$ cat src/aabd_pkg.sv
// shared constants and types for the add and bit-operation datapath
package aabd_pkg;

   // datapath widths
   localparam int DATA_W    = 8;
   localparam int FADDR_W   = 7;
   localparam int BITIDX_W  = 3;
   localparam int BUS_AW    = 2;

   // one instruction cycle spans this many oscillator periods
   localparam int OSC_PER_INSTR = 4;
   localparam int OSC_PERIOD_NS = 40;

   // nibble boundary used for the digit carry
   localparam int NIB_MSB = 3;

   // register offsets on the software port
   localparam logic [BUS_AW-1:0] REG_ACC_OFS   = 2'h0;
   localparam logic [BUS_AW-1:0] REG_FLAGS_OFS = 2'h1;

   // flag positions inside the flags register
   localparam int FLAG_C_POS  = 0;
   localparam int FLAG_DC_POS = 1;
   localparam int FLAG_Z_POS  = 2;

   // reset values
   localparam logic [DATA_W-1:0] ACC_RST  = 8'h00;
   localparam logic              FLAG_RST = 1'b0;
   localparam logic [DATA_W-1:0] RD_RST   = 8'h00;

   typedef enum logic [2:0] {
      SUM_LITERAL_INTO_ACC  = 3'h0,
      SUM_ACC_AND_FILE      = 3'h1,
      MASK_ACC_WITH_FILE    = 3'h2,
      MASK_ACC_WITH_LITERAL = 3'h3,
      FILE_BIT_CLEAR        = 3'h4,
      FILE_BIT_FORCE_ONE    = 3'h5
   } aabd_op_e;

   // one state per oscillator period of the instruction cycle
   typedef enum logic [3:0] {
      ST_IDLE  = 4'h1,
      ST_READ  = 4'h2,
      ST_EXEC  = 4'h4,
      ST_WRITE = 4'h8
   } aabd_state_e;

endpackage

$ cat src/aabd_datapath.sv
// add, and, bit clear and bit set datapath with accumulator and flags
`timescale 1ns/1ps

// Summary of operation
// - add an 8-bit literal to the accumulator, result to the accumulator, update carry, digit carry and zero.
// - add the accumulator and the addressed file register, result to the chosen destination, update all three flags.
// - destination select 0 writes the accumulator and 1 writes back the addressed file register.
// - and the accumulator with the addressed file register, result to the chosen destination, only zero changes.
// - and the accumulator with an 8-bit literal, result to the accumulator, only zero changes.
// - clear the indexed bit of the addressed file register, other bits and all flags untouched.
// - set the indexed bit of the addressed file register, other bits and all flags untouched.
// - every instruction completes in one instruction cycle of four oscillator periods.
// - a read-modify-write of an I/O port register reads the pin levels, not the output latch.
module aabd_datapath
   import aabd_pkg::*;
#(
   parameter int DW = DATA_W,
   parameter int AW = FADDR_W,
   parameter int BW = BITIDX_W
)(
   input  wire logic            CLK,
   input  wire logic            SYS_RST,
   input  wire logic            OP_VALID,
   output logic                 OP_READY,
   input  wire logic [2:0]      OP_CODE,
   input  wire logic [DW-1:0]   OP_LITERAL,
   input  wire logic [AW-1:0]   OP_FILE_ADDR,
   input  wire logic            OP_DEST,
   input  wire logic [BW-1:0]   OP_BIT_IDX,
   input  wire logic            OP_IS_PORT,
   output logic [AW-1:0]        FILE_ADDR,
   output logic                 FILE_RD_EN,
   input  wire logic [DW-1:0]   FILE_RD_DATA,
   input  wire logic [DW-1:0]   FILE_PIN_DATA,
   output logic                 FILE_WR_EN,
   output logic [DW-1:0]        FILE_WR_DATA,
   output logic [DW-1:0]        ACC_VALUE,
   output logic                 CARRY_FLAG,
   output logic                 NIBBLE_RIPPLE_FLAG,
   output logic                 ZERO_FLAG,
   input  wire logic [BUS_AW-1:0] BUS_ADDR,
   input  wire logic [DW-1:0]   BUS_WDATA,
   input  wire logic            BUS_WR,
   input  wire logic            BUS_RD,
   output logic [DW-1:0]        BUS_RDATA
);

   aabd_state_e     st_q, st_d;
   aabd_op_e        op_q, op_d;
   logic [DW-1:0]   lit_q, lit_d;
   logic [AW-1:0]   fa_q, fa_d;
   logic            dest_q, dest_d;
   logic [BW-1:0]   bit_q, bit_d;
   logic            port_q, port_d;
   logic [DW-1:0]   opnd_q, opnd_d;
   logic [DW-1:0]   res_q, res_d;
   logic            rc_q, rc_d;
   logic            rdc_q, rdc_d;
   logic [DW-1:0]   acc_q, acc_d;
   logic            c_q, c_d;
   logic            dc_q, dc_d;
   logic            z_q, z_d;
   logic [DW-1:0]   rdata_q, rdata_d;

   logic            op_legal;
   logic            is_lit;
   logic            is_add;
   logic            is_bit;
   logic            to_file;
   logic [DW-1:0]   src_b;
   logic [DW:0]     sum9;
   logic [4:0]      nib5;
   logic [DW-1:0]   bmask;

   assign op_legal = (OP_CODE <= 3'(FILE_BIT_FORCE_ONE));
   assign is_lit   = (op_q == SUM_LITERAL_INTO_ACC) || (op_q == MASK_ACC_WITH_LITERAL);
   assign is_add   = (op_q == SUM_LITERAL_INTO_ACC) || (op_q == SUM_ACC_AND_FILE);
   assign is_bit   = (op_q == FILE_BIT_CLEAR) || (op_q == FILE_BIT_FORCE_ONE);
   assign to_file  = is_bit || (dest_q && !is_lit);

   assign src_b = is_lit ? lit_q : opnd_q;
   // carries out of bit 7 and bit 3
   assign sum9  = {1'b0, acc_q} + {1'b0, src_b};
   assign nib5  = {1'b0, acc_q[NIB_MSB:0]} + {1'b0, src_b[NIB_MSB:0]};
   assign bmask = DW'(1) << bit_q;

   // new instructions only in the first period of a cycle
   assign OP_READY     = (st_q == ST_IDLE);
   assign FILE_ADDR    = fa_q;
   assign FILE_RD_EN   = (st_q == ST_READ) && !is_lit;
   assign FILE_WR_EN   = (st_q == ST_WRITE) && to_file;
   assign FILE_WR_DATA = res_q;
   assign ACC_VALUE          = acc_q;
   assign CARRY_FLAG         = c_q;
   assign NIBBLE_RIPPLE_FLAG = dc_q;
   assign ZERO_FLAG          = z_q;
   assign BUS_RDATA          = rdata_q;

   always_comb begin
      st_d    = st_q;
      op_d    = op_q;
      lit_d   = lit_q;
      fa_d    = fa_q;
      dest_d  = dest_q;
      bit_d   = bit_q;
      port_d  = port_q;
      opnd_d  = opnd_q;
      res_d   = res_q;
      rc_d    = rc_q;
      rdc_d   = rdc_q;
      acc_d   = acc_q;
      c_d     = c_q;
      dc_d    = dc_q;
      z_d     = z_q;
      rdata_d = RD_RST;
      case (st_q)
         ST_IDLE: begin
            if (OP_VALID && op_legal) begin
               op_d   = aabd_op_e'(OP_CODE);
               lit_d  = OP_LITERAL;
               fa_d   = OP_FILE_ADDR;
               dest_d = OP_DEST;
               bit_d  = OP_BIT_IDX;
               port_d = OP_IS_PORT;
               st_d   = ST_READ;
            end
         end
         ST_READ: begin
            // port operands come from the pins
            opnd_d = port_q ? FILE_PIN_DATA : FILE_RD_DATA;
            st_d   = ST_EXEC;
         end
         ST_EXEC: begin
            rc_d  = sum9[DW];
            rdc_d = nib5[4];
            case (op_q)
               SUM_LITERAL_INTO_ACC:  res_d = sum9[DW-1:0];
               SUM_ACC_AND_FILE:      res_d = sum9[DW-1:0];
               MASK_ACC_WITH_FILE:    res_d = acc_q & opnd_q;
               MASK_ACC_WITH_LITERAL: res_d = acc_q & lit_q;
               FILE_BIT_CLEAR:        res_d = opnd_q & ~bmask;
               FILE_BIT_FORCE_ONE:    res_d = opnd_q | bmask;
               default:               res_d = res_q;
            endcase
            st_d = ST_WRITE;
         end
         ST_WRITE: begin
            if (!to_file) begin
               acc_d = res_q;
            end
            if (!is_bit) begin
               z_d = (res_q == '0);
            end
            if (is_add) begin
               c_d  = rc_q;
               dc_d = rdc_q;
            end
            st_d = ST_IDLE;
         end
         default: begin
            st_d = ST_IDLE;
         end
      endcase
      // software writes yield to the commit period so flags stay coherent
      if (BUS_WR && (st_q != ST_WRITE)) begin
         case (BUS_ADDR)
            REG_ACC_OFS: begin
               acc_d = BUS_WDATA;
            end
            REG_FLAGS_OFS: begin
               c_d  = BUS_WDATA[FLAG_C_POS];
               dc_d = BUS_WDATA[FLAG_DC_POS];
               z_d  = BUS_WDATA[FLAG_Z_POS];
            end
            default: begin
               acc_d = acc_d;
            end
         endcase
      end
      if (BUS_RD) begin
         case (BUS_ADDR)
            REG_ACC_OFS: begin
               rdata_d = acc_q;
            end
            REG_FLAGS_OFS: begin
               rdata_d[FLAG_C_POS]  = c_q;
               rdata_d[FLAG_DC_POS] = dc_q;
               rdata_d[FLAG_Z_POS]  = z_q;
            end
            default: begin
               rdata_d = RD_RST;
            end
         endcase
      end
   end

   always_ff @(posedge CLK or posedge SYS_RST) begin
      if (SYS_RST) begin
         st_q    <= ST_IDLE;
         op_q    <= SUM_LITERAL_INTO_ACC;
         lit_q   <= '0;
         fa_q    <= '0;
         dest_q  <= 1'b0;
         bit_q   <= '0;
         port_q  <= 1'b0;
         opnd_q  <= '0;
         res_q   <= '0;
         rc_q    <= FLAG_RST;
         rdc_q   <= FLAG_RST;
         acc_q   <= ACC_RST;
         c_q     <= FLAG_RST;
         dc_q    <= FLAG_RST;
         z_q     <= FLAG_RST;
         rdata_q <= RD_RST;
      end else begin
         st_q    <= st_d;
         op_q    <= op_d;
         lit_q   <= lit_d;
         fa_q    <= fa_d;
         dest_q  <= dest_d;
         bit_q   <= bit_d;
         port_q  <= port_d;
         opnd_q  <= opnd_d;
         res_q   <= res_d;
         rc_q    <= rc_d;
         rdc_q   <= rdc_d;
         acc_q   <= acc_d;
         c_q     <= c_d;
         dc_q    <= dc_d;
         z_q     <= z_d;
         rdata_q <= rdata_d;
      end
   end
endmodule

$ cat config.mk
export PLATFORM = sky130hd
export DESIGN_NAME = aabd_datapath
export DESIGN_NICKNAME = d
export VERILOG_FILES = /design/src/aabd_pkg.sv /design/src/aabd_datapath.sv
export SDC_FILE = /design/constraint.sdc
export NUM_CORES = 1
export LEC_CHECK = 0
export BUFFER_PORTS_ARGS = -buffer_cell sky130_fd_sc_hd__buf_2
export CELL_PAD_IN_SITES_DETAIL_PLACEMENT = 1
export CELL_PAD_IN_SITES_GLOBAL_PLACEMENT = 2
export CORE_MARGIN = 1
export CORE_UTILIZATION = 35
export CTS_BUF_LIST = sky130_fd_sc_hd__clkbuf_2
export DETAILED_ROUTE_END_ITERATION = 7
export GPL_TIMING_DRIVEN = 0
export PLACE_DENSITY_LB_ADDON = 0.1
export SYNTH_ARGS = -nofsm -noshare
export SYNTH_HDL_FRONTEND = slang
export SYNTH_SLANG_ARGS = --single-unit
$ cat constraint.sdc
create_clock -name CLK -period 8.38 [get_ports CLK]
set_input_delay 0 -clock CLK [delete_from_list [all_inputs] [get_ports CLK]]
set_output_delay 0 -clock CLK [all_outputs]
set_load 0.02 [all_outputs]
; ---- Word level (Yosys, flattened, before mapping)
; Cells that the tools add are included.
[word_totals]
reg_bits = 64
output_inout_bits = 37
elab_cells = 78
inputBits = 54
[op_classes]
shift = 1
mux = 24
addsub = 2
bitwise_logic = 5
reduce_logical = 17
n_eq_ne = 12
n_lt_le_gt_ge = 1
[ops]
columns = op, n
row1 = 2-to-1 mux 8 bit, 7
row2 = case mux 8 bit (5 select lines), 1
row3 = bitwise AND 8 bit, 3
row4 = 2-to-1 mux 1 bit, 12
row5 = case mux 4 bit (3 select lines), 1
row6 = adder 8 x 8 -> 9 bit, 1
row7 = logical NOT 8 bit, 1
row8 = NOT 8 bit, 1
row9 = OR 8 bit, 1
row10 = "<< shifter 1 x 3 -> 8 bit, first input constant", 1
row11 = "equality test 3 x 2 -> 1 bit, second input constant", 2
row12 = "equality test 3 bit, second input constant", 2
row13 = case mux 3 bit (2 select lines), 1
row14 = adder 4 x 4 -> 5 bit, 1
row15 = logical AND 1 bit, 5
row16 = 2-to-1 mux 5 bit, 1
row17 = nonzero test 5 bit, 1
row18 = "equality test 4 x 1 -> 1 bit, second input constant", 1
row19 = "equality test 4 x 2 -> 1 bit, second input constant", 1
row20 = "equality test 4 x 3 -> 1 bit, second input constant", 1
row21 = "equality test 4 bit, second input constant", 1
row22 = logical OR 1 bit, 4
row23 = 2-to-1 mux 4 bit, 1
row24 = "!= test 4 bit, second input constant", 1
row25 = 9 further kinds, 10

; ---- Longest topological paths before layout
; Gate-level depths: netlist of run 1.
[depth]
ltp_word = 9
mapped_depth = 13
mapped_depth_nobuf = 12

; ---- Worst setup path after synthesis of run 1
; No wires, ideal clock.
[synth_path]
path_type = reg-to-reg
start = register op_q[1]
end = register res_q[6] (netlist: FILE_WR_DATA[6])
slack_ps = 5662
required_ps = 8298
arrival_time_ps = 2637
setup_time_ps = 82
stages_incl_launch_ff = 14
path_cell_list = dfrtp_1 > buf_2 > xor2_1 > nor2_2 > mux2_2 > ha_1 > inv_1 > fa_1 > inv_1 > a21o_1 > a21oi_1 > o21ai_0 > xnor2_1 > a31oi_1
[synth_via]
elab_chain_cells = 5
word_cells_on_any_way = 13
[synth_rtl]
columns = element, line_no
row1 = from (decl), aabd_datapath.sv:49  ; aabd_op_e op_q, op_d;
row2 = from (signal assigned), aabd_datapath.sv:217  ; op_q <= op_d;
row3 = equality test 3 x 2 -> 1 bit / logical NOT 3 bit (equally long branches), "aabd_datapath.sv:76, aabd_datapath.sv:136"
row4 = logical OR 1 bit, aabd_datapath.sv:76  ; assign is_lit = (op_q == SUM_LITERAL_INTO_ACC) || (op_q == MASK_ACC_WITH_LITERAL);
row5 = 2-to-1 mux 8 bit, aabd_datapath.sv:81  ; assign src_b = is_lit ? lit_q : opnd_q;
row6 = adder 8 x 8 -> 9 bit, aabd_datapath.sv:83  ; assign sum9 = {1'b0, acc_q} + {1'b0, src_b};
row7 = case mux 8 bit (5 select lines), aabd_datapath.sv:136  ; case (op_q)
row8 = to (signal assigned), aabd_datapath.sv:224  ; res_q <= res_d;
row9 = to (decl), aabd_datapath.sv:56  ; logic [DW-1:0] res_q, res_d;
; Several ways; a longest one is shown, not always the timed one.
; A chain may end at the register's enable or synchronous reset.

; ---- Worst setup path in the final report of run 1
; Same ends and word-level chain as after synthesis.

==> qor.tcl, run 1 <==
set qor(final_cell_count_no_fill) 671
set qor(timing.critical_path.slowest_stage_cell) {sky130_fd_sc_hd__nor2_2}
set qor(finalMaxSlewViolations) 0
set qor(dominant_cell_type_by_count_on_the_critical_path) {sky130_fd_sc_hd__inv_1}
set qor(grt_overflow) 0
set qor(drtIter0Drc) 69
set qor(worst-path-buf-inv) 3
set qor(powerDensity_nw_per_um2) 323.2
set qor(critical_path.endpoint_type) {flop}
set qor(synth_most_common_cell) {sky130_fd_sc_hd__nand2_1}
set qor(initial_antenna_violation_count) 0
set qor(layout-drive-gt1-share_pct) 24.35
set qor(cts.htree.levels) 3
set qor(synth_fp_nets) 443
set qor(top_usage_layer) {met2}
set qor(cp.required_ps) 8800
set qor(fin_skew_ps) 28.19
set qor(synth_area_sq_um) 3461
set qor(synth_compound_gate_area_share_pct) 14.90
set qor(synth_adder_area_share_pct) 3.471
set qor(yosysSeqAreaShare_pct) 46.31
set qor(routed_wirelength_normalized_by_instance_count_um) 15.79
set qor(groute.usage.overall_pct) 22.70
set qor(area_growth_pct) 36.44
set qor(fin_setup_tns_ps) 0
set qor(finalNetCount) 600
set qor(cp_cell_sequence) {buf_2 > xor2_1 > nor2_2 > mux2_2 > ha_1 > inv_1 > fa_1 > inv_1 > a21o_1 > a21oi_1 > o21ai_0 > xnor2_1 > a31oi_1}
set qor(synth.mux.area_fraction_pct) 8.966
set qor(grtUsageMet3_pct) 2.830
set qor(horiz_die_dim_um) 101.4
set qor(status) {completed}
set qor(post_synth_num_cell_types) 53
set qor(power.leakage_uw) 0.002260
set qor(synth.area.top_cells) {sky130_fd_sc_hd__dfrtp_1 46%, sky130_fd_sc_hd__nand2_1 10%, sky130_fd_sc_hd__mux2i_1 6.4%}
set qor(max_clock_freq_mhz) 294.7
set qor(critical_path.startpoint_type) {flop}
set qor(insertion_delay_ps) 490
set qor(setup_viol) 0
set qor(ys_async_sr_fraction_pct) 100.0
set qor(number_of_global_route_vias_before_repair) 3629
set qor(grt_first_pass_wirelength_mm) 17.82
set qor(ys_warns) 0
set qor(finalWorstPathRequiredPeriod_ps) 3393
set qor(cts_buffers) 9
set qor(slew_headroom_pct) 43.11
set qor(slowest_delay_ps) 430
set qor(drt.antenna.violating_nets) 0
set qor(synth_edf_count) 0
set qor(insertedDiodeCount) 0
set qor(cts_post_setup_buffers_inserted) 0
set qor(setup_repair_after_global_routing_missed_its_margin) {false}
set qor(floorplan.die.height_um) 101.4
set qor(reg2reg_setup_slack_ps) 4990
set qor(totalWireLength_mm) 10.59
set qor(detail_route.first_pass.iterations) 7
set qor(synth_top_family_by_area) {simple AND/OR/NAND/NOR gates}
set qor(cts_sinks) 64
set qor(worstPathArrival_ps) 3810
set qor(family_with_the_most_delay_on_the_worst_path) {compound AO/OA/AOI/OAI gates}
set qor(dpl.cell_count) 598
set qor(cts_hold_buf) 57
set qor(max-cap-violations) 0
set qor(final_hold_viol_count) 0
set qor(clk_pin_slew_ps) 190
set qor(grt_max_degree) 65
set qor(crit_type) {reg -> reg}
set qor(tightestPinTransition_ps) 851.1
set qor(vias) 3354
set qor(cts.repair.resized) 0
set qor(synthFlopType) {sky130_fd_sc_hd__dfrtp_1}
set qor(synth.avg_cell_area_sq_um) 9.107
set qor(synth.ff_latch_count) 64
set qor(yosys.area.top_type) {sky130_fd_sc_hd__dfrtp_1}
set qor(vdd_drop_max_mv) 0.1310
set qor(drc_errors) 0
set qor(pre_cts_slack_ps) 5002
set qor(netlist_instances) 380
set qor(root_buffer) {sky130_fd_sc_hd__clkbuf_2}
set qor(boundaryPins) 91
set qor(placementRows) 35
set qor(floorplan.initialDensity_pct) 36.76
set qor(final.period_utilization_pct) 40.49
set qor(die-area_sq_um) 10290
set qor(core_sq_um) 9415
set qor(synth_xor_area_share_pct) 1.518
set qor(place.detailed.hpwl_mm) 7.596
set qor(post_synth_and_or_nand_nor_area_fraction_pct) 21.51
set qor(cp_max_fo) 9
set qor(groute.layer.met1.usage_pct) 27.73
set qor(synth_top_area_share_pct) 45.55
set qor(met2_usage_pct) 41.76
set qor(synth_commonest_cells) {93 x sky130_fd_sc_hd__nand2_1, 63 x sky130_fd_sc_hd__dfrtp_1, 28 x sky130_fd_sc_hd__a21oi_1}
set qor(hold_path_class) {in -> async}
set qor(cts_tree) {built}
set qor(gp_congestion) 0.8489
set qor(cts_buffer_depth) 2
set qor(final.setup.worst_slack_ps) 4987
set qor(io_buffers) 89
set qor(post_drt_via_cell_ratio) 4.999
set qor(hold-worst-slack_ps) 191.2
[worst reg2reg max path, stage by stage (launching register included)]
cell,delay (ps)
sky130_fd_sc_hd__dfrtp_1,400
sky130_fd_sc_hd__buf_2,170
sky130_fd_sc_hd__xor2_1,190
sky130_fd_sc_hd__nor2_2,430
sky130_fd_sc_hd__mux2_2,400
sky130_fd_sc_hd__ha_1,220
sky130_fd_sc_hd__inv_1,80
sky130_fd_sc_hd__fa_1,220
sky130_fd_sc_hd__inv_1,60
sky130_fd_sc_hd__a21o_1,170
sky130_fd_sc_hd__a21oi_1,390
sky130_fd_sc_hd__o21ai_0,250
sky130_fd_sc_hd__xnor2_1,170
sky130_fd_sc_hd__a31oi_1,160
[logic make-up after synthesis]
family / after synthesis
AND/OR/NAND/NOR: 158
AO/OA/AOI/OAI: 86
adder cells (fa/ha/maj): 9
multiplexers: 30
buffers and inverters: 27
flip-flops: 64
XOR/XNOR: 6
[power by group]
part           total (uW)  switching [uW]  internal (uW)
registers             516            99.3            417
logic                 856             499            356
clock network         154             113           40.9
[through the flow]
stage	total power [uW]	instance area [sq um]	utilization [%]
global placement	1315	4068	43.20
CTS	1538	4722	50.15
floorplan	1091	3461	-
global route	1660	4722	50.15
detailed placement	1340	4070	43.23
finish	1526	4722	50.15
[routing by layer]
metal  up-vias  share of wire (%)
met5         -                  0
met4         0                1.4
met3        14                3.5
met2        96                 50
met1      1606                 45
li1       1638                  -
[placed cells by master, fill, tap and decap left out, types with 2 or more instances in the layout]
master and instances:
sky130_fd_sc_hd__xor2_1 2, sky130_fd_sc_hd__o221ai_1 2, sky130_fd_sc_hd__mux2_2 8, sky130_fd_sc_hd__a211oi_1 2
sky130_fd_sc_hd__o21ai_1 2, sky130_fd_sc_hd__and2_1 5, sky130_fd_sc_hd__nor3_1 4, sky130_fd_sc_hd__nor2_1 25
sky130_fd_sc_hd__buf_2 97, sky130_fd_sc_hd__a21oi_1 28, sky130_fd_sc_hd__o22ai_1 3, sky130_fd_sc_hd__ha_1 8
sky130_fd_sc_hd__o21ai_0 23, sky130_fd_sc_hd__xnor2_1 4, sky130_fd_sc_hd__dfrtp_1 63, sky130_fd_sc_hd__nor3b_1 3
sky130_fd_sc_hd__nor4_1 2, sky130_fd_sc_hd__nand2_1 93, sky130_fd_sc_hd__nand3b_1 2, sky130_fd_sc_hd__mux2i_1 22
sky130_fd_sc_hd__nand3_1 4, sky130_fd_sc_hd__a31oi_1 15, sky130_fd_sc_hd__dlygate4sd3_1 57, sky130_fd_sc_hd__clkinv_1 3
sky130_fd_sc_hd__nor2b_1 5, sky130_fd_sc_hd__clkbuf_2 12, sky130_fd_sc_hd__inv_1 4, sky130_fd_sc_hd__a21o_1 2
sky130_fd_sc_hd__nand2b_1 3, sky130_fd_sc_hd__clkbuf_1 10, sky130_fd_sc_hd__clkinv_2 2
[sequential cells by signal, summed over array words and instances (netlist names), 3 cells and up]
register	count
ACC_VALUE	8
BUS_RDATA	8
FILE_WR_DATA	8
lit_q	8
opnd_q	8
FILE_ADDR	7
st_q	4
bit_q	3
op_q	3
[cell type report]
| type | instances | area (sq um) |
|---|---|---|
| plain buffers | 20 | 88.84 |
| clock buffers | 12 | 60.06 |
| clock inverters | 4 | 21.27 |
| fillers | 1134 | 4693 |
| inverters | 7 | 28.78 |
| multi-input cells | 289 | 1743 |
| flip-flops and latches | 64 | 1603 |
| well taps | 129 | 161.4 |
| repair buffers | 146 | 1016 |
[path summary, 6_finish.rpt]
check,start,to,cells after the start
max,op_q[1],FILE_WR_DATA[6],13
min,SYS_RST,BUS_RDATA[0],3
max reg2reg,op_q[1],FILE_WR_DATA[6],13
min reg2reg,FILE_ADDR[6],FILE_ADDR[6],2
max in group asynchronous,SYS_RST,FILE_WR_DATA[7],3
min in group CLK,OP_LITERAL[0],lit_q[0],4
Note: power is estimated with default switching activity, not from simulation.
==> run 2, diff against run 1 <==
CORE_UTILIZATION = 32   (was 35)
clock period = 3.2 ns   (was 8.38 ns; I/O delays follow)
==> run 2 against run 1 <==
Sequential power grew to 2.6 times the previous value; register-to-register slack worse by 4800 ps; clock-buffer cell count is 2 lower; combinational power grew to 2.7 times the previous value; utilization is 4.2 points lower; global-route usage is 2.2 points lower; critical path depth is 2 lower; clock skew is 5.9 ps higher; clock power grew to 2.7 times the previous value; first-iteration DRC count is 68% higher; sequential share of layout area is 0.46 points lower; critical path type unchanged; largest cell class unchanged.
==> qor.tcl, run 2 (synthesized netlist as in run 1, its figures left out) <==
set qor(cts_tree) {built} ;# unchanged
set qor(grt_first_pass_wirelength_mm) 17.79 ;# was 17.82 mm
set qor(cts_buffer_depth) 2 ;# unchanged
set qor(worstPathArrival_ps) 3360 ;# was 3810 ps
set qor(reg2reg_setup_slack_ps) 220 ;# was 4990 ps
set qor(layout-drive-gt1-share_pct) 24.86 ;# was 24.35%
set qor(place.detailed.hpwl_mm) 7.674 ;# was 7.596 mm
set qor(finish.instance_area_sq_um) 4787 ;# was 4722 sq um
set qor(cts_buffers) 9 ;# unchanged
set qor(clock_network_power_share_pct) 10.0 ;# was 10.1%
set qor(power.share.sequential_pct) 33.1 ;# was 33.8%
set qor(powerDensity_nw_per_um2) 854.3 ;# was 323.2 nW/um^2
set qor(vias) 3351 ;# was 3354
set qor(slew_headroom_pct) 41.11 ;# was 43.11%
set qor(cts.htree.levels) 3 ;# unchanged
set qor(finalWorstPathRequiredPeriod_ps) 2977 ;# was 3393 ps
set qor(hold_path_class) {in -> async} ;# unchanged
set qor(max-cap-violations) 0 ;# unchanged
set qor(p_sw_share_pct) 46.74 ;# was 46.66%
set qor(instance_area_at_placement_sq_um) 4079 ;# was 4070 sq um
set qor(max_clock_freq_mhz) 335.9 ;# was 294.7 MHz
set qor(combinationalPowerShare_pct) 56.9 ;# was 56.1%
set qor(groute.usage.overall_pct) 20.46 ;# was 22.70%
set qor(boundaryPins) 91 ;# unchanged
set qor(critical_path.startpoint_type) {flop} ;# unchanged
set qor(routed_wirelength_normalized_by_instance_count_um) 15.55 ;# was 15.79 um
set qor(final_hold_viol_count) 0 ;# unchanged
set qor(p_int_uw) 2178 ;# was 814.0 uW
set qor(cp.required_ps) 3580 ;# was 8800 ps
set qor(crit_type) {reg -> reg} ;# unchanged
set qor(horiz_die_dim_um) 106.0 ;# was 101.4 um
set qor(status) {completed} ;# unchanged
set qor(root_buffer) {sky130_fd_sc_hd__clkbuf_2} ;# unchanged
set qor(power.leakage_uw) 0.002276 ;# was 0.002260 uW
set qor(core_sq_um) 10420 ;# was 9415 sq um
set qor(mostFrequentLayoutCells) {97 x sky130_fd_sc_hd__buf_2, 93 x sky130_fd_sc_hd__nand2_1, 63 x sky130_fd_sc_hd__dfrtp_1} ;# unchanged
set qor(hold-worst-slack_ps) 154.1 ;# was 191.2 ps
set qor(grt_max_degree) 65 ;# unchanged
set qor(layout.cells.most_common) {sky130_fd_sc_hd__buf_2} ;# unchanged
set qor(fin_skew_ps) 34.12 ;# was 28.19 ps
set qor(detail_route.first_pass.iterations) 4 ;# was 7
set qor(grt_overflow) 0 ;# unchanged
set qor(totalWireLength_mm) 10.62 ;# was 10.59 mm
set qor(vdd_drop_max_mv) 0.3245 ;# was 0.1310 mV
set qor(critical_path.endpoint_type) {flop} ;# unchanged
set qor(setup_viol) 0 ;# unchanged
set qor(area_growth_pct) 38.32 ;# was 36.44%
set qor(initial_antenna_violation_count) 0 ;# unchanged
set qor(gp_congestion) 0.8139 ;# was 0.8489
set qor(io_buffers) 89 ;# unchanged
set qor(number_of_global_route_vias_before_repair) 3513 ;# was 3629
set qor(cp_max_fo) 9 ;# unchanged
set qor(floorplan.die.height_um) 106.0 ;# was 101.4 um
set qor(power_switching_uw) 1912 ;# was 712.1 uW
set qor(power_uw) 4090 ;# was 1526 uW
set qor(placementRows) 37 ;# was 35
set qor(insertedDiodeCount) 0 ;# unchanged
set qor(drc_errors) 0 ;# unchanged
set qor(insertion_delay_ps) 510 ;# was 490 ps
set qor(tightestPinTransition_ps) 881.0 ;# was 851.1 ps
set qor(setup_repair_after_global_routing_missed_its_margin) {false} ;# unchanged
set qor(drt.antenna.violating_nets) 0 ;# unchanged
set qor(drtIter0Drc) 116 ;# was 69
set qor(die-area_sq_um) 11230 ;# was 10290 sq um
set qor(cts_sinks) 64 ;# unchanged
set qor(final.period_utilization_pct) 93.02 ;# was 40.49%
set qor(finalMaxSlewViolations) 0 ;# unchanged
set qor(clk_pin_slew_ps) 200 ;# was 190 ps
set qor(post_drt_via_cell_ratio) 4.906 ;# was 4.999
set qor(floorplan.initialDensity_pct) 33.23 ;# was 36.76%
set qor(fillerInstances) 1263 ;# was 1134
set qor(finalNetCount) 605 ;# was 600
run 2: cell types whose count changed in the layout (fill, tap and decap cells not counted), sizes merged:
| cell | delta |
|---|---|
| buf | +3 |
| dlygate4sd3 | +2 |
| clkinvlp | +2 |
| clkbuf | -2 |
run 2: per-stage QoR:
step                      cells  worst slack (ps)  setup TNS (ps)  util [%]
after floorplan             380             481.6               0         -
after global placement      605            -170.3          -361.8     39.14
after detailed placement    605            -145.5          -322.8     39.16
after CTS                   680             81.17               0     45.74
after global routing        683             57.20               0     45.96
final                       683             223.2               0     45.96
run 2: worst paths after layout:
path                                      start              end  depth (start not counted)
min in group CLK                OP_FILE_ADDR[0]     FILE_ADDR[0]                          4
worst min-delay path                    SYS_RST     BUS_RDATA[1]                          3
worst max register to register          op_q[1]  FILE_WR_DATA[7]                         11
max in group asynchronous               SYS_RST  FILE_WR_DATA[1]                          3
worst min register to register     FILE_ADDR[6]     FILE_ADDR[6]                          2
worst max-delay path                    op_q[1]  FILE_WR_DATA[7]                         11
run 2: power by group through the flow:
stage               registers [uW]  logic, uW  clock network (uW)
floorplan                     1440       1420                   0
global placement              1370       2110                   0
CTS                           1360       2300                 430
detailed placement            1380       2150                   0
finish                        1360       2330                 410
global route                  1410       2590                 460
run 2: layer usage:
layer	global-route usage, %	wire length (um)	part of all wire [%]
met5	0	0	0
met4	5.655	119	1.1
met3	2.943	323	3.0
met2	35.43	5232	49
met1	26.56	4946	47
run 2: timing repair:
item                                   CTS  global route
endpoints found under the hold margin  111             0
setup endpoints to repair                3             1
gates resized for setup                  2             0
pin swaps                                0             1
hold buffers                            59             0
buffers inserted                         0             3
run 2: critical path, cell delays in order (launching register included):
cell                      delay, ps
sky130_fd_sc_hd__dfrtp_1        400
sky130_fd_sc_hd__buf_2          170
sky130_fd_sc_hd__xor2_1         210
sky130_fd_sc_hd__nor2_4         190
sky130_fd_sc_hd__buf_4          190
sky130_fd_sc_hd__mux2_2         370
sky130_fd_sc_hd__ha_1           300
sky130_fd_sc_hd__a21o_1         180
sky130_fd_sc_hd__a21oi_1        220
sky130_fd_sc_hd__nor3_1         100
sky130_fd_sc_hd__o31a_1         240
sky130_fd_sc_hd__o32a_1         280
run 2: layout make-up:
class	count	area [sq um]	share of cell area, %
plain buffers	20	88.84	1.856
clock buffers	10	50.05	1.045
clock inverters	6	36.28	0.7580
inverters	7	28.78	0.6012
multi-input cells	289	1752	36.59
flip-flops and latches	64	1603	33.48
well taps	136	170.2	3.555
repair buffers	151	1059	22.11
